==> src/rtl/event_irq_defines.vh <==
// Purpose: Shared offsets, field positions and reset values of the alert and checker block
// Assumes: 7-bit register addresses, 8-bit registers
// Notes:   Included by the checker and top design files of the block
`ifndef EVENT_IRQ_DEFINES_VH
`define EVENT_IRQ_DEFINES_VH

// Register offsets
`define ADDR_CONFIG        7'h00
`define ADDR_ALERT_EN_A    7'h04
`define ADDR_ALERT_EN_B    7'h05
`define ADDR_EVENT_A       7'h06
`define ADDR_EVENT_B       7'h07
`define ADDR_CHECK_CTRL    7'h67
`define ADDR_CMP_FIRST     7'h68
`define ADDR_CMP_LAST      7'h6F
`define ADDR_HIST_FIRST    7'h70
`define ADDR_HIST_LAST     7'h73

// Field positions
`define CFG_SOFT_RESET     5
`define CHK_ENABLE         7
`define CHK_AUTO_CLEAR     3
`define CHK_ERR_DETECTED   5
`define CHK_FAIL           1
`define CHK_PASS           0
`define EVB_ERR_DETECTED   2
`define EVB_FAIL           1
`define EVB_PASS           0

// Reset values
`define RST_ALERT_EN       8'h00
`define RST_CHECK_CTRL     8'h00
`define RST_CMP_BYTE       8'h00

// Serial frame and checker pass set count
`define INSTR_BITS         8
`define FRAME_BITS         16
`define PASS_SETS          4'h8

`endif

==> src/rtl/event_flag_bank.v <==
// Purpose: Bank of event flags, latched or live per alert enable
// Assumes: Sources on the same clock as the bank
// Notes:   Set wins over a write-one clear in the same cycle
`timescale 1ns/10ps
module event_flag_bank #(
    parameter WIDTH = 8
) (
    input  wire             clk,
    input  wire             reset,
    input  wire             soft_rst,
    input  wire [WIDTH-1:0] source,
    input  wire [WIDTH-1:0] enable,
    input  wire [WIDTH-1:0] clear_ones,
    output wire [WIDTH-1:0] flag_view,
    output wire             pending
);
    reg  [WIDTH-1:0] source_prev;
    reg  [WIDTH-1:0] latched;

    genvar i;
    generate
        for (i = 0; i < WIDTH; i = i + 1) begin : g_flag
            always @(posedge clk) begin
                if (reset || soft_rst) begin
                    latched[i]     <= 1'b0;
                    source_prev[i] <= 1'b0;
                end else begin
                    source_prev[i] <= source[i];
                    if (enable[i] && source[i] && !source_prev[i])
                        latched[i] <= 1'b1;
                    else if (clear_ones[i])
                        latched[i] <= 1'b0;
                end
            end
            // Live view when alerting is off
            assign flag_view[i] = enable[i] ? latched[i] : source[i];
        end
    endgenerate

    assign pending = |(latched & enable);
endmodule // event_flag_bank

==> src/rtl/sample_checker.v <==
// Purpose: Compares captured input bytes against a stored comparison set
// Assumes: Inputs already synchronised to clk, one byte per valid pulse
// Notes:   Pass and fail only move in auto clear mode
`timescale 1ns/10ps
`include "event_irq_defines.vh"
module sample_checker (
    input  wire        clk,
    input  wire        reset,
    input  wire        soft_rst,
    input  wire        enable,
    input  wire        auto_mode,
    input  wire [7:0]  data,
    input  wire        valid,
    input  wire        frame,
    input  wire [63:0] cmp_set,
    input  wire        clr_err,
    input  wire        clr_pass,
    input  wire        clr_fail,
    input  wire [31:0] hist_clr,
    output reg         err_detected,
    output reg         cmp_pass,
    output reg         cmp_fail,
    output reg  [31:0] history
);
    reg        frame_prev;
    reg        aligned;
    reg        armed;
    reg        set_bad;
    reg  [2:0] idx;
    reg  [3:0] clean_sets;
    reg  [31:0] next_history;

    wire       start    = frame && !frame_prev;
    wire [2:0] cur_idx  = start ? 3'h0 : idx;
    wire       hit      = enable && valid && (start || aligned);
    wire [7:0] expected = cmp_set[cur_idx*8 +: 8];
    wire [7:0] diff     = hit ? (data ^ expected) : 8'h00;
    wire       set_done = hit && (cur_idx == 3'h7);
    wire       set_err  = set_bad || (|diff);
    wire       set_ok   = set_done && !set_err;
    wire       eight_ok = set_ok && auto_mode && (clean_sets == `PASS_SETS - 4'h1);

    always @* begin
        next_history = history & ~hist_clr;
        if (eight_ok)
            next_history = 32'h0000_0000;
        next_history[cur_idx[1:0]*8 +: 8] = next_history[cur_idx[1:0]*8 +: 8] | diff;
    end

    always @(posedge clk) begin
        if (reset || soft_rst || !enable) begin
            frame_prev   <= 1'b0;
            aligned      <= 1'b0;
            idx          <= 3'h0;
            set_bad      <= 1'b0;
            clean_sets   <= 4'h0;
            armed        <= 1'b0;
            cmp_pass     <= 1'b0;
            cmp_fail     <= 1'b0;
            history      <= next_history;
            err_detected <= (reset || soft_rst) ? 1'b0 : (err_detected && !clr_err);
            if (reset || soft_rst)
                history <= 32'h0000_0000;
        end else begin
            history <= next_history;
            if (valid) begin
                frame_prev <= frame;
                if (start || aligned) begin
                    aligned <= 1'b1;
                    idx     <= cur_idx + 3'h1;
                    set_bad <= set_done ? 1'b0 : set_err;
                end
            end
            if (|diff)
                err_detected <= 1'b1;
            else if (clr_err)
                err_detected <= 1'b0;
            if (!auto_mode) begin
                cmp_pass   <= 1'b0;
                cmp_fail   <= 1'b0;
                clean_sets <= 4'h0;
                armed      <= 1'b0;
            end else if (set_done && set_err) begin
                clean_sets <= 4'h0;
                cmp_pass   <= 1'b0;
                if (armed)
                    cmp_fail <= 1'b1;
            end else if (eight_ok) begin
                clean_sets <= `PASS_SETS;
                cmp_pass   <= 1'b1;
                armed      <= 1'b1;
                cmp_fail   <= 1'b0;
            end else begin
                if (set_ok && clean_sets != `PASS_SETS)
                    clean_sets <= clean_sets + 4'h1;
                if (clr_pass)
                    cmp_pass <= 1'b0;
                if (clr_fail)
                    cmp_fail <= 1'b0;
            end
        end
    end
endmodule // sample_checker

==> src/rtl/event_irq_top.v <==
// Functional notes
// - Alert pin is open drain: pulled low when asserted, otherwise released.
// - Event flags live in two registers at offsets 0x06 and 0x07.
// - Each event flag has its own alert enable in 0x04 and 0x05.
// - Enabled flag latches on source rising edge and asserts the alert.
// - Disabled flag follows its live source and never drives the alert.
// - Writing one to a flag bit clears the latched flag.
// - Hardware or software reset clears all latched flags.
// - Writing a flag bit also clears its latched underlying source.
// - Checker compares captured input bytes with software loaded values.
// - One comparison set is four 16-bit words sent as eight bytes.
// - Word marker held one sample marks first in-phase word; checker aligns.
// - Marker accepted once at start or repeated on the first words.
// - Any mismatch sets error detected bit 5 of 0x67 until cleared.
// - Per-bit error history in 0x70 to 0x73 latches until cleared.
// - Pass and fail bits work only in auto clear mode.
// - Pass sets after eight consecutive error-free comparison sets.
// - Fail sets on error, but only after pass has been seen once.
// - Armed fail clears itself after eight clean sets.
// - Auto clear mode zeroes error history after eight clean sets.
// - Checker flags are mirrored in 0x07 and may raise the alert.
//
// Purpose: Event flags, host alert pin, sample checker and serial register port
// Assumes: Serial clock high and low each last at least four clk periods
// Notes:   One byte per serial frame; read data leaves on falling serial edges
`timescale 1ns/10ps
`include "event_irq_defines.vh"
module event_irq_top (
    input  wire       clk,
    input  wire       reset,
    input  wire       spi_clk,
    input  wire       spi_cs_n,
    input  wire       spi_data_in,
    output reg        spi_data_out,
    output reg        spi_data_oe_n,
    output reg        alert_out,
    output reg        alert_oe_n,
    input  wire [7:0] event_source_a,
    input  wire [7:3] event_source_b,
    output reg  [7:0] source_clear_a,
    output reg  [7:3] source_clear_b,
    input  wire [7:0] sample_data,
    input  wire       sample_valid,
    input  wire       sample_frame
);
    // Pin synchronisers, first stage read only by the second
    reg  [2:0] pin_meta;
    reg  [2:0] pin_sync;
    reg  [7:0] data_meta;
    reg  [7:0] data_sync;
    reg  [1:0] samp_meta;
    reg  [1:0] samp_sync;
    reg        spi_clk_prev;

    // Serial port
    reg  [4:0] bit_count;
    reg  [7:0] shift_in;
    reg  [7:0] shift_out;
    reg        read_op;
    reg  [6:0] addr;
    reg        wr_stb;
    reg  [6:0] wr_addr;
    reg  [7:0] wr_data;
    reg  [7:0] read_mux;

    // Register storage
    reg  [7:0] alert_en_a;
    reg  [7:0] alert_en_b;
    reg  [7:0] check_ctrl;
    reg  [7:0] cmp_bytes [0:7];
    reg        soft_rst;

    wire       cs_n_s   = pin_sync[0];
    wire       sclk_s   = pin_sync[1];
    wire       sdin_s   = pin_sync[2];
    wire       sclk_rise = sclk_s && !spi_clk_prev;
    wire       sclk_fall = !sclk_s && spi_clk_prev;

    wire [7:0] flags_a;
    wire [7:0] flags_b;
    wire       pending_a;
    wire       pending_b;
    wire       err_detected;
    wire       cmp_pass;
    wire       cmp_fail;
    wire [31:0] history;
    wire [63:0] cmp_set;

    wire       wr_ev_a  = wr_stb && (wr_addr == `ADDR_EVENT_A);
    wire       wr_ev_b  = wr_stb && (wr_addr == `ADDR_EVENT_B);
    wire       wr_chk   = wr_stb && (wr_addr == `ADDR_CHECK_CTRL);
    wire [7:0] clr_a    = wr_ev_a ? wr_data : 8'h00;
    wire [7:0] clr_b    = wr_ev_b ? wr_data : 8'h00;
    wire [7:0] clr_chk  = wr_chk ? wr_data : 8'h00;

    // Checker flags feed the low bits of the second bank
    wire [7:0] source_b = {event_source_b, err_detected, cmp_fail, cmp_pass};

    // Writing the mirrored bit clears the checker flag underneath it too
    wire clr_err  = clr_b[`EVB_ERR_DETECTED] | clr_chk[`CHK_ERR_DETECTED];
    wire clr_fail = clr_b[`EVB_FAIL] | clr_chk[`CHK_FAIL];
    wire clr_pass = clr_b[`EVB_PASS] | clr_chk[`CHK_PASS];

    wire [31:0] hist_clr;

    genvar g;
    generate
        for (g = 0; g < 8; g = g + 1) begin : g_cmp
            assign cmp_set[g*8 +: 8] = cmp_bytes[g];
        end
        for (g = 0; g < 4; g = g + 1) begin : g_hist
            assign hist_clr[g*8 +: 8] =
                (wr_stb && wr_addr == `ADDR_HIST_FIRST + g) ? wr_data : 8'h00;
        end
    endgenerate

    always @(posedge clk) begin
        if (reset) begin
            pin_meta     <= 3'h1;
            pin_sync     <= 3'h1;
            data_meta    <= 8'h00;
            data_sync    <= 8'h00;
            samp_meta    <= 2'h0;
            samp_sync    <= 2'h0;
            spi_clk_prev <= 1'b0;
        end else begin
            pin_meta     <= {spi_data_in, spi_clk, spi_cs_n};
            pin_sync     <= pin_meta;
            data_meta    <= sample_data;
            data_sync    <= data_meta;
            samp_meta    <= {sample_frame, sample_valid};
            samp_sync    <= samp_meta;
            spi_clk_prev <= sclk_s;
        end
    end

    // Serial frame: R/W bit, 7-bit address, then one data byte, MSB first
    always @(posedge clk) begin
        if (reset) begin
            bit_count     <= 5'h00;
            shift_in      <= 8'h00;
            shift_out     <= 8'h00;
            read_op       <= 1'b0;
            addr          <= 7'h00;
            wr_stb        <= 1'b0;
            wr_addr       <= 7'h00;
            wr_data       <= 8'h00;
            spi_data_out  <= 1'b0;
            spi_data_oe_n <= 1'b1;
        end else begin
            wr_stb <= 1'b0;
            if (cs_n_s) begin
                bit_count     <= 5'h00;
                spi_data_oe_n <= 1'b1;
            end else begin
                if (sclk_rise && bit_count != `FRAME_BITS) begin
                    shift_in  <= {shift_in[6:0], sdin_s};
                    bit_count <= bit_count + 5'h01;
                    if (bit_count == `INSTR_BITS - 1) begin
                        read_op <= shift_in[6];
                        addr    <= {shift_in[5:0], sdin_s};
                    end
                    if (bit_count == `FRAME_BITS - 1 && !read_op) begin
                        wr_stb  <= 1'b1;
                        wr_addr <= addr;
                        wr_data <= {shift_in[6:0], sdin_s};
                    end
                end
                // Read data bit 7 is taken on the first data fall, bits 6:0 on the next rise, so a flag change between them can tear a byte
                if (sclk_rise && bit_count == `INSTR_BITS)
                    shift_out <= {read_mux[6:0], 1'b0};
                if (sclk_fall && bit_count == `INSTR_BITS && read_op) begin
                    spi_data_out  <= read_mux[7];
                    spi_data_oe_n <= 1'b0;
                end else if (sclk_fall && read_op && bit_count > `INSTR_BITS &&
                             bit_count < `FRAME_BITS) begin
                    spi_data_out <= shift_out[7];
                    shift_out    <= {shift_out[6:0], 1'b0};
                end else if (sclk_fall && bit_count == `FRAME_BITS) begin
                    spi_data_oe_n <= 1'b1;
                end
            end
        end
    end

    always @* begin
        read_mux = 8'h00;
        case (addr)
            `ADDR_ALERT_EN_A: read_mux = alert_en_a;
            `ADDR_ALERT_EN_B: read_mux = alert_en_b;
            `ADDR_EVENT_A:    read_mux = flags_a;
            `ADDR_EVENT_B:    read_mux = flags_b;
            `ADDR_CHECK_CTRL: read_mux = {check_ctrl[7:6], err_detected, check_ctrl[4:2],
                                          cmp_fail, cmp_pass};
            default: begin
                if (addr >= `ADDR_CMP_FIRST && addr <= `ADDR_CMP_LAST)
                    read_mux = cmp_bytes[addr[2:0]];
                else if (addr >= `ADDR_HIST_FIRST && addr <= `ADDR_HIST_LAST)
                    read_mux = history[addr[1:0]*8 +: 8];
            end
        endcase
    end

    integer k;
    always @(posedge clk) begin
        if (reset) begin
            alert_en_a <= `RST_ALERT_EN;
            alert_en_b <= `RST_ALERT_EN;
            check_ctrl <= `RST_CHECK_CTRL;
            soft_rst   <= 1'b0;
            for (k = 0; k < 8; k = k + 1)
                cmp_bytes[k] <= `RST_CMP_BYTE;
        end else begin
            soft_rst <= wr_stb && (wr_addr == `ADDR_CONFIG) && wr_data[`CFG_SOFT_RESET];
            if (soft_rst) begin
                alert_en_a <= `RST_ALERT_EN;
                alert_en_b <= `RST_ALERT_EN;
                check_ctrl <= `RST_CHECK_CTRL;
            end else if (wr_stb) begin
                if (wr_addr == `ADDR_ALERT_EN_A)
                    alert_en_a <= wr_data;
                if (wr_addr == `ADDR_ALERT_EN_B)
                    alert_en_b <= wr_data;
                // Status bits of this register are write-one-clear, not stored
                if (wr_chk) begin
                    check_ctrl <= wr_data & 8'hDC;
                end
                if (wr_addr >= `ADDR_CMP_FIRST && wr_addr <= `ADDR_CMP_LAST)
                    cmp_bytes[wr_addr[2:0]] <= wr_data;
            end
        end
    end

    // Underlying latched sources are cleared by the same write
    always @(posedge clk) begin
        if (reset) begin
            source_clear_a <= 8'h00;
            source_clear_b <= 5'h00;
        end else begin
            source_clear_a <= clr_a;
            source_clear_b <= clr_b[7:3];
        end
    end

    event_flag_bank #(
        .WIDTH      (8)
    ) u_bank_a (
        .clk        (clk),
        .reset      (reset),
        .soft_rst   (soft_rst),
        .source     (event_source_a),
        .enable     (alert_en_a),
        .clear_ones (clr_a),
        .flag_view  (flags_a),
        .pending    (pending_a)
    );

    event_flag_bank #(
        .WIDTH      (8)
    ) u_bank_b (
        .clk        (clk),
        .reset      (reset),
        .soft_rst   (soft_rst),
        .source     (source_b),
        .enable     (alert_en_b),
        .clear_ones (clr_b),
        .flag_view  (flags_b),
        .pending    (pending_b)
    );

    sample_checker u_checker (
        .clk          (clk),
        .reset        (reset),
        .soft_rst     (soft_rst),
        .enable       (check_ctrl[`CHK_ENABLE]),
        .auto_mode    (check_ctrl[`CHK_AUTO_CLEAR]),
        .data         (data_sync),
        .valid        (samp_sync[0]),
        .frame        (samp_sync[1]),
        .cmp_set      (cmp_set),
        .clr_err      (clr_err),
        .clr_pass     (clr_pass),
        .clr_fail     (clr_fail),
        .hist_clr     (hist_clr),
        .err_detected (err_detected),
        .cmp_pass     (cmp_pass),
        .cmp_fail     (cmp_fail),
        .history      (history)
    );

    // Only ever pulls low, so several alert pins can share one pull-up
    always @(posedge clk) begin
        if (reset) begin
            alert_out  <= 1'b0;
            alert_oe_n <= 1'b1;
        end else begin
            alert_out  <= 1'b0;
            alert_oe_n <= !(pending_a || pending_b);
        end
    end
endmodule // event_irq_top

==> config.mk <==
export PLATFORM = sky130hd
export DESIGN_NAME = event_irq_top
export DESIGN_NICKNAME = d
export VERILOG_FILES = /design/src/rtl/event_flag_bank.v /design/src/rtl/sample_checker.v /design/src/rtl/event_irq_top.v
export VERILOG_INCLUDE_DIRS = /design/src /design/src/rtl
export SDC_FILE = /design/constraint.sdc
export NUM_CORES = 1
export LEC_CHECK = 0
export BUFFER_PORTS_ARGS = -buffer_cell sky130_fd_sc_hd__buf_2
export CORE_UTILIZATION = 52
export CTS_CLUSTER_SIZE = 8
export DETAILED_ROUTE_END_ITERATION = 16
export PLACE_DENSITY = 0.71
export SETUP_SLACK_MARGIN = 0.1
export SYNTH_ARGS = -nofsm -noshare
export SYNTH_HDL_FRONTEND = slang
export SYNTH_SLANG_ARGS = --single-unit
==> constraint.sdc <==
create_clock -name clk -period 3.2 [get_ports clk]
set_input_delay 0.48 -clock clk [delete_from_list [all_inputs] [get_ports clk]]
set_output_delay 0.48 -clock clk [all_outputs]
set_load 0.005 [all_outputs]
==> results of run 1 <==
[cell families (layout without fill, tap and decap cells)]
| logic type | after synthesis | count (layout) | share of synthesized area (%) |
|---|---|---|---|
| compound gates | 328 | 328 | 17.8 |
| xor+xnor | 3 | 3 | 0.214 |
| fa+ha+maj | 12 | 12 | 1.22 |
| buf+inv | 140 | 194 | 4.78 |
| flops | 254 | 254 | 46.6 |
| mux | 67 | 67 | 8.06 |
| other cells | 1 | 1 | 0.0305 |
| simple gates | 533 | 533 | 21.2 |
[layout by cell type (no fill, tap or decap), drive strengths merged, types with 12 or more instances in the layout]
cell type / netlist / final
clkbuf: 75 / 52
inv: 40 / 43
nor3: 87 / 87
nand2: 135 / 135
a21boi: 19 / 19
mux4: 24 / 24
a21oi: 91 / 91
ha: 12 / 12
mux2i: 33 / 33
edfxtp: 65 / 65
o21ai: 60 / 60
dfxtp: 189 / 189
a31oi: 12 / 12
o211ai: 18 / 18
nor2: 141 / 141
o221ai: 30 / 30
nor2b: 47 / 47
nand3: 18 / 18
nand2b: 18 / 18
buf: 24 / 98
nand3b: 12 / 12
and2: 25 / 25
a221o: 16 / 16
a22oi: 12 / 12
o22ai: 12 / 12
[what timing repair did]
action | CTS | global route
buffers inserted | 1 | 0
gates resized for setup | 3 | 15
setup endpoints to repair | 6 | 34
hold endpoints to repair | 0 | 0
cloned | 0 | 1
[critical path: stages, from the launching register on]
cell,delay [ps]
dfxtp_1,320
nor2b_4,140
buf_4,180
a2111oi_1,400
a221o_1,230
and3b_1,210
o22ai_1,120
or4_4,520
buf_6,190
or4b_1,520
a211oi_2,170
[where the power goes]
group	internal, W	switching (W)	leakage, nW	total (W)
registers	0.00335	0.0000334	2.21	0.00338
clock network	0.00211	0.00138	0.491	0.00349
logic	0.0000803	0.000124	2.01	0.000204
total	0.00554	0.00153	4.71	0.00708
[stage by stage]
stage | std cells | setup slack [ps] | hold slack, ps | utilization, %
floorplan | 1338 | 121 | 389 | -
global placement | 1649 | 77.1 | 390 | 56.3
detailed placement | 1649 | 8.78 | 397 | 56.3
CTS | 1704 | 103 | 139 | 60.8
global route | 1705 | 9.71 | 152 | 61.1
finish | 1705 | 135 | 154 | 61.1
[layer usage]
layer	up-vias	global-route usage (%)
met4	0	12.9
met2	468	48.7
met1	5008	38.5
li1	4935	-
met3	87	5.86
met5	-	0
[path summary, 6_finish.rpt]
check	endpoint	slack, ps	cells past startpoint
min reg2reg	pin_sync[0]	410	1
max reg2reg	u_checker.clean_sets[2]	140	10
min	pin_meta[0]	150	2
max	u_checker.clean_sets[2]	140	10
[final cells by class]
| cell class | count | share of cell area (%) |
|---|---|---|
| sequential | 254 | 41.0 |
| timing repair buffer | 99 | 4.78 |
| clock buffer | 51 | 6.99 |
| multi-input combinational | 944 | 43.1 |
| tap | 313 | 2.80 |
| clock inverter | 3 | 0.268 |
| inverter | 41 | 1.10 |
==> metrics.cfg, run 1 <==
[layout]
multi_input_area_um2 = 6040
synthToLayoutAreaGrowth_pct = 13.9
nFillCells = 1971
nNetsFinal = 1417
antenna_cells = 0
stdcell_area_um2 = 14000
regArea_um2 = 5740
largest_reg_flops = 64
largestRegisters = cmp_bytes: 64 flops, u_checker.history: 32 flops
largest-register = cmp_bytes
drive_above_1_share_pct = 14.9

[clock_tree]
clkSinkCount = 254
ctsRootBufferMaster = clkbuf_16
cts_tree = done
cts_hold_buf = 0
cts_buffer_depth = 3
cts_buffers = 37
clkTransAtPathRegs_ps = 50
h-tree-depth = 2
worstSkewPairLatency_ps = 520

[grt]
overflow = 0
grt_max_degree = 63
grt_pass1_wl_um = 55400
antenna_found_initial = 1
gr-usage-all-layers_pct = 29.8
grt_pass1_vias = 10100

[route]
first_iter_violations = 1016
drc = 0
wl_met3_um = 2870
postRouteAntennaNets = 0
dr_wl_met2_um = 16700
totalWireLength_um = 35900
post_drt_wl_per_cell_um = 21.0
num_vias = 10500
via_per_inst = 6.16
dr.max_layer_used = met4
met1_length_um = 15000
drt_pass1_iterations = 8

[timing]
rsz0062_at_grt = yes
period_share_pct = 95.8
finalSetupTns_ps = 0
final-setup-viol-count = 0
maxSlewHeadroom_pct = 36.8
post-route-min-period_ps = 3060
worst_slew_pin_slew_ps = 948
timing.fmax_mhz = 326
hold_viol_final = 0
slew_violations = 0
clock_skew_ps = 17.9

[power]
vdd_drop_max_mv = 0.516
p_leak_nw = 4.71
p_total_w = 0.00708
p_per_area_nw_per_um2 = 505

[place]
dp_hpwl_um = 24700
numPortBuffers = 43
gp_congestion = 0.985
placed_cell_area_um2 = 12900

[die]
core_um2 = 22900
die_w_um = 156
rows = 55
dieArea_um2 = 24300
dieHeight_um = 156
initial_utilization_pct = 53.7
ios = 45

[synth]
synth_top_area_share_pct = 30.8
syn-cell-area_um2 = 12300
yosysWarningCount = 0
synth_edf_count = 65
synthMostInstantiatedCell = dfxtp_1
syn_inst = 1338
synth.area.top_cells = dfxtp_1 31%, edfxtp_1 16%, mux4_2 4.4%
ys_types = 68
syn-num-nets = 1378
synth_common_cells = 189 x dfxtp_1, 140 x nor2_1, 135 x nand2_1, 91 x a21oi_1, 87 x nor3_1
seq_area_frac_synth_pct = 46.6
synthArstFlopShare_pct = 0
ys_ff_latch = 254
synth_ff_type = dfxtp_1
avgSynthCellArea_um2 = 9.19
yosysTopAreaCell = dfxtp_1

[setup_path]
worstSetupStartpoint = samp_sync[1]
r2r_start = samp_sync[1]
crit_arrival_ps = 3500
worstSetupPathType = flip-flop to flip-flop
critPathMaxFanout = 23
required_ps = 3640
critPathLaunchType = flip-flop
end_kind = flip-flop

[hold_path]
worstHoldPathType = primary input to flip-flop
min-delay-start = spi_cs_n

[job]
maxCapViolations = 0

[run_status]
status = finished clean

Note: power is estimated with default switching activity, not from simulation.
==> inputs of run 2 (changes only) <==
--- a/config.mk
+++ b/config.mk
@@ -6,11 +6,14 @@
 export SDC_FILE = /design/constraint.sdc
 export NUM_CORES = 1
 export LEC_CHECK = 0
+export ABC_CLOCK_PERIOD_IN_PS = 3200
 export BUFFER_PORTS_ARGS = -buffer_cell sky130_fd_sc_hd__buf_2
-export CORE_UTILIZATION = 52
+export CELL_PAD_IN_SITES_DETAIL_PLACEMENT = 1
+export CELL_PAD_IN_SITES_GLOBAL_PLACEMENT = 1
+export CORE_UTILIZATION = 44
 export CTS_CLUSTER_SIZE = 8
 export DETAILED_ROUTE_END_ITERATION = 16
-export PLACE_DENSITY = 0.71
+export PLACE_DENSITY = 0.75
 export SETUP_SLACK_MARGIN = 0.1
 export SYNTH_ARGS = -nofsm -noshare
 export SYNTH_HDL_FRONTEND = slang
==> metrics.cfg, run 2 (synthesis results as in run 1) <==
[run_status]
status = finished clean

[grt]
grt_pass1_wl_um = 62100  ; +12%
grt_pass1_vias = 10800  ; +7.4%
grt_max_degree = 49  ; -22%
gr-usage-all-layers_pct = 28.5  ; -1.4 points
overflow = 0  ; unchanged
antenna_found_initial = 0  ; -1

[clock_tree]
cts_buffers = 37  ; unchanged
h-tree-depth = 2  ; unchanged
cts_tree = done
clkSinkCount = 254  ; unchanged
worstSkewPairLatency_ps = 530  ; about the same
cts_hold_buf = 0  ; unchanged
ctsRootBufferMaster = clkbuf_16
cts_setup_buffers = 0  ; -1
cts_buffer_depth = 3  ; unchanged
clkTransAtPathRegs_ps = 50  ; about the same

[hold_path]
worstHoldPathType = primary input to flip-flop

[layout]
drive_above_1_share_pct = 14.9  ; +0.029 points
synthToLayoutAreaGrowth_pct = 14.6
antenna_cells = 0  ; unchanged
largestRegisters = cmp_bytes: 64 flops, u_checker.history: 32 flops
stdcell_count = 1768  ; +3.7%
nFillCells = 3152  ; +60%
final_common_cell = dfxtp_1
largest_reg_flops = 64  ; unchanged
utilization_pct = 51.9  ; -9.3 points
nNetsFinal = 1421  ; +0.28%
final_cell_mix = 188 x dfxtp_1, 140 x nor2_1, 135 x nand2_1
largest-register = cmp_bytes

[route]
num_vias = 10800  ; +3.2%
postRouteAntennaNets = 0  ; unchanged
via_per_inst = 6.13  ; -0.50%
post_drt_wl_per_cell_um = 23.1  ; +9.8%
drt_pass1_iterations = 5  ; -3
totalWireLength_um = 40800  ; +14%
drc = 0  ; unchanged
first_iter_violations = 897  ; -12%

[timing]
post-route-min-period_ps = 3010  ; -57.4 ps
rsz0062_at_grt = yes
finalSetupTns_ps = 0  ; unchanged
hold_viol_final = 0  ; unchanged
clock_skew_ps = 17.5  ; -0.387 ps
slew_violations = 0  ; unchanged
worst_slew_pin_slew_ps = 963  ; +15.0 ps
period_share_pct = 94.0  ; -1.8 points
fin_ws_ps = 192  ; +57.4 ps
final-setup-viol-count = 0  ; unchanged
maxSlewHeadroom_pct = 35.8  ; -1.0 points
timing.fmax_mhz = 332  ; +1.9%

[power]
power_frac_comb_pct = 3.0  ; about the same
p_int_w = 0.00554  ; about the same
p_per_area_nw_per_um2 = 508  ; +0.58%
power_switching_w = 0.00162  ; +5.4%
sw_frac_of_total_pct = 22.6  ; +0.90 points
pwr-share-seq_pct = 47.2  ; -0.6 points
vdd_drop_max_mv = 0.423  ; -18%
p_leak_nw = 4.72  ; +0.26%
p_clk_share_pct = 49.7  ; +0.4 points

[setup_path]
worstSetupPathType = flip-flop to flip-flop
critPathLaunchType = flip-flop
critPathMaxFanout = 27  ; +17%
required_ps = 3570  ; -70 ps
crit_arrival_ps = 3380  ; -120 ps
end_kind = flip-flop

[job]
maxCapViolations = 0  ; unchanged

[place]
gp_congestion = 0.931  ; -5.5%
dp.cells = 1713  ; +3.9%
dpl_worst_slack_ps = -15.6  ; -24.4 ps
dp_hpwl_um = 28300  ; +15%
numPortBuffers = 43  ; unchanged

[die]
dieArea_um2 = 28600  ; +18%
ios = 45  ; unchanged
dieHeight_um = 169  ; +8.6%
initial_utilization_pct = 45.3  ; -8.4 points
die_w_um = 169  ; +8.6%
core_um2 = 27200  ; +19%
rows = 60  ; +9.1%

-- run 2: area by class of cell --
type | count | area, µm² | share of cell area (%)
repair buffers | 102 | 688 | 4.88
clock buffers | 51 | 978 | 6.94
flip-flops and latches | 254 | 5740 | 40.7
inverters | 41 | 154 | 1.09
clock inverters | 3 | 37.5 | 0.266
well taps | 372 | 465 | 3.30
multi-input cells | 945 | 6030 | 42.8
-- run 2: worst paths after layout --
path | from | endpoint | slack (ps) | cells past startpoint
max | samp_sync[1] | u_checker.history[19] | 190 | 10
min | spi_cs_n | pin_meta[0] | 140 | 2
max reg2reg | samp_sync[1] | u_checker.history[19] | 190 | 10
min reg2reg | pin_meta[0] | pin_sync[0] | 410 | 1
-- run 2: timing repair --
item,4_1_cts,5_1_grt
gates cloned,0,1
resized for setup,2,19
pin swaps,0,2
endpoints found under the setup margin,29,38
-- run 2: per-layer routing --
layer / part of all wire (%) / track usage (%) / up-vias / wire length [µm]
met5: 0 / 0 / - / 0
met3: 5.9 / 4.22 / 109 / 2430
li1: - / - / 4941 / -
met4: 4.0 / 13.2 / 0 / 1620
met2: 48 / 47.7 / 372 / 19500
met1: 42 / 36.2 / 5409 / 17300
-- run 2: worst max-delay path: stages, from the launching register on --
cell,delay (ps)
dfxtp_1,320
nor2b_4,130
buf_12,160
a2111oi_1,400
a221o_1,210
and3b_1,230
o22ai_1,150
or4_2,730
o21ai_0,210
buf_4,180
o221ai_1,110
-- run 2: through the flow --
| step | instance area (µm²) | power [W] | hold slack (ps) |
|---|---|---|---|
| after global placement | 13000 | 0.00365 | 394 |
| after detailed placement | 13000 | 0.00365 | 397 |
| after CTS | 14000 | 0.00721 | 129 |
| final | 14100 | 0.00716 | 141 |
| after floorplan | 12300 | 0.00356 | 389 |
| after global routing | 14100 | 0.00737 | 159 |
-- run 2: power groups by stage --
stage,clock network [W],logic [W],registers [W]
after floorplan,0,0.000136,0.00342
after global placement,0,0.000205,0.00344
after detailed placement,0,0.000209,0.00344
after CTS,0.00361,0.000212,0.00338
after global routing,0.00375,0.000234,0.00338
final,0.00356,0.000218,0.00338
==> inputs of run 3 (changes only) <==
--- a/config.mk
+++ b/config.mk
@@ -6,14 +6,14 @@
 export SDC_FILE = /design/constraint.sdc
 export NUM_CORES = 1
 export LEC_CHECK = 0
-export ABC_CLOCK_PERIOD_IN_PS = 3200
+export ABC_CLOCK_PERIOD_IN_PS = 2920
 export BUFFER_PORTS_ARGS = -buffer_cell sky130_fd_sc_hd__buf_2
 export CELL_PAD_IN_SITES_DETAIL_PLACEMENT = 1
 export CELL_PAD_IN_SITES_GLOBAL_PLACEMENT = 1
-export CORE_UTILIZATION = 44
+export CORE_UTILIZATION = 48
 export CTS_CLUSTER_SIZE = 8
 export DETAILED_ROUTE_END_ITERATION = 16
-export PLACE_DENSITY = 0.75
+export PLACE_DENSITY = 0.78
 export SETUP_SLACK_MARGIN = 0.1
 export SYNTH_ARGS = -nofsm -noshare
 export SYNTH_HDL_FRONTEND = slang
==> constraint.sdc (replaced) <==
create_clock -name clk -period 2.92 [get_ports clk]
set_input_delay 0.438 -clock clk [delete_from_list [all_inputs] [get_ports clk]]
set_output_delay 0.438 -clock clk [all_outputs]
set_load 0.005 [all_outputs]
==> metrics.cfg, run 3 (synthesis results as in run 1) <==
[layout]
final_cell_mix = 187 x dfxtp_1, 138 x nor2_1, 135 x nand2_1
drive_above_1_share_pct = 19.8  ; +4.9 points
nFillCells = 2823  ; -10%
largest-register = cmp_bytes
synthToLayoutAreaGrowth_pct = 19.4
nNetsFinal = 1468  ; +3.3%
largestRegisters = cmp_bytes: 64 flops, u_checker.history: 32 flops
largest_reg_flops = 64  ; unchanged
final_common_cell = dfxtp_1
antenna_cells = 0  ; unchanged

[clock_tree]
clkTransAtPathRegs_ps = 50  ; about the same
cts_buffer_depth = 3  ; unchanged
clkSinkCount = 254  ; unchanged
cts_tree = done
cts_buffers = 37  ; unchanged
h-tree-depth = 2  ; unchanged
ctsRootBufferMaster = clkbuf_16
worstSkewPairLatency_ps = 530  ; about the same

[job]
maxCapViolations = 0  ; unchanged

[setup_path]
crit_arrival_ps = 3480  ; +100 ps
required_ps = 3360  ; -210 ps
end_kind = flip-flop
critPathLaunchType = flip-flop
worstSetupPathType = flip-flop to flip-flop
critPathMaxFanout = 6  ; -78%

[timing]
final-setup-viol-count = 23  ; +23
worst_slew_pin_slew_ps = 865  ; -98.2 ps
maxSlewHeadroom_pct = 42.2  ; +6.4 points
finalSetupTns_ps = -739  ; -739 ps
period_share_pct = 104  ; +10 points
slew_violations = 0  ; unchanged
timing.fmax_mhz = 329  ; -0.95%
fin_hold_ws_ps = 103  ; -38.6 ps
fin_ws_ps = -116  ; -309 ps
clock_skew_ps = 22.4  ; +4.89 ps
post-route-min-period_ps = 3040  ; +28.8 ps
hold_viol_final = 0  ; unchanged
rsz0062_at_grt = yes

[place]
numPortBuffers = 43  ; unchanged
dp_hpwl_um = 29300  ; +3.6%
gp_congestion = 0.961  ; +3.2%

[die]
core_um2 = 25200  ; -7.3%
initial_utilization_pct = 48.8  ; +3.6 points
ios = 45  ; unchanged
die_w_um = 162  ; -4.2%
dieHeight_um = 162  ; -4.2%
dieArea_um2 = 26300  ; -8.2%
rows = 58  ; -3.3%

[hold_path]
worstHoldPathType = primary input to flip-flop

[route]
drc = 0  ; unchanged
num_vias = 11100  ; +2.9%
via_per_inst = 6.28  ; +2.6%
totalWireLength_um = 42900  ; +5.1%
postRouteAntennaNets = 0  ; unchanged
first_iter_violations = 1077  ; +20%
drt_pass1_iterations = 6  ; +1
post_drt_wl_per_cell_um = 24.2  ; +4.8%

[run_status]
violations = setup timing
status = complete, but fails checks

[grt]
grt_max_degree = 59  ; +20%
antenna_found_initial = 0  ; unchanged
grt_pass1_vias = 11100  ; +2.5%
gr-usage-all-layers_pct = 32.5  ; +4.0 points
overflow = 0  ; unchanged
grt_pass1_wl_um = 65100  ; +4.7%

[power]
p_total_w = 0.00791  ; +11%
vdd_drop_max_mv = 0.532  ; +26%
p_per_area_nw_per_um2 = 539  ; +6.0%
p_leak_nw = 5.00  ; +6.0%

-- run 3: worst max-delay path, cell delays in order (launching register included) --
cell      delay (ps)
dfxtp_4          350
nor2b_4          170
buf_12           140
nor2_4           130
clkinv_4         100
buf_4            140
o221ai_2         280
and3b_1          250
o22ai_1          100
or4_4            580
or4b_4           500
a211oi_2         220
-- run 3: per-layer routing --
metal / vias to the layer above / wire length, µm / part of all wire [%] / GRT usage (%)
li1: 5028 / - / - / -
met4: 0 / 1780 / 4.1 / 13.9
met5: - / 0 / 0 / 0
met2: 447 / 20800 / 48 / 54.7
met3: 115 / 2720 / 6.3 / 4.37
met1: 5550 / 17600 / 41 / 41.8
-- run 3: power by group --
part | internal, W | switching, W | total (W)
registers | 0.00367 | 0.0000433 | 0.00371
clock network | 0.00232 | 0.00161 | 0.00393
logic | 0.000114 | 0.000159 | 0.000273
-- run 3: layout make-up --
type / instances / area [µm²] / share of cell area [%]
clock buffers: 51 / 978 / 6.66
flip-flops and latches: 254 / 5740 / 39.1
clock inverters: 3 / 37.5 / 0.256
repair buffers: 150 / 1110 / 7.54
inverters: 41 / 159 / 1.08
well taps: 330 / 413 / 2.81
multi-input cells: 944 / 6250 / 42.6
-- run 3: what timing repair did --
action,in CTS,in global routing
buffers inserted,1,6
cloned,0,1
endpoints found under the setup margin,42,53
pin swaps,0,13
endpoints found under the hold margin,0,0
hold buffers,0,0
resized for setup,28,41
-- run 3: per-stage QoR --
stage          area, µm²  utilization [%]  cells  worst slack [ps]
2_1_floorplan      12300                -   1338               101
3_3_place_gp       13300             52.8   1711             -3.98
3_5_place_dp       13300             52.8   1711              -185
4_1_cts            14400             57.3   1766              9.66
5_1_grt            14700             58.3   1773              -146
6_report           14700             58.3   1773              -116
-- run 3: worst paths after layout --
check                             startpoint                      end  slack [ps]  cells past startpoint
worst max register to register  samp_sync[1]  u_checker.clean_sets[2]        -120                     11
worst max-delay path            samp_sync[1]  u_checker.clean_sets[2]        -120                     11
worst min register to register   pin_meta[0]              pin_sync[0]         410                      1
worst min-delay path                spi_cs_n              pin_meta[0]         100                      2
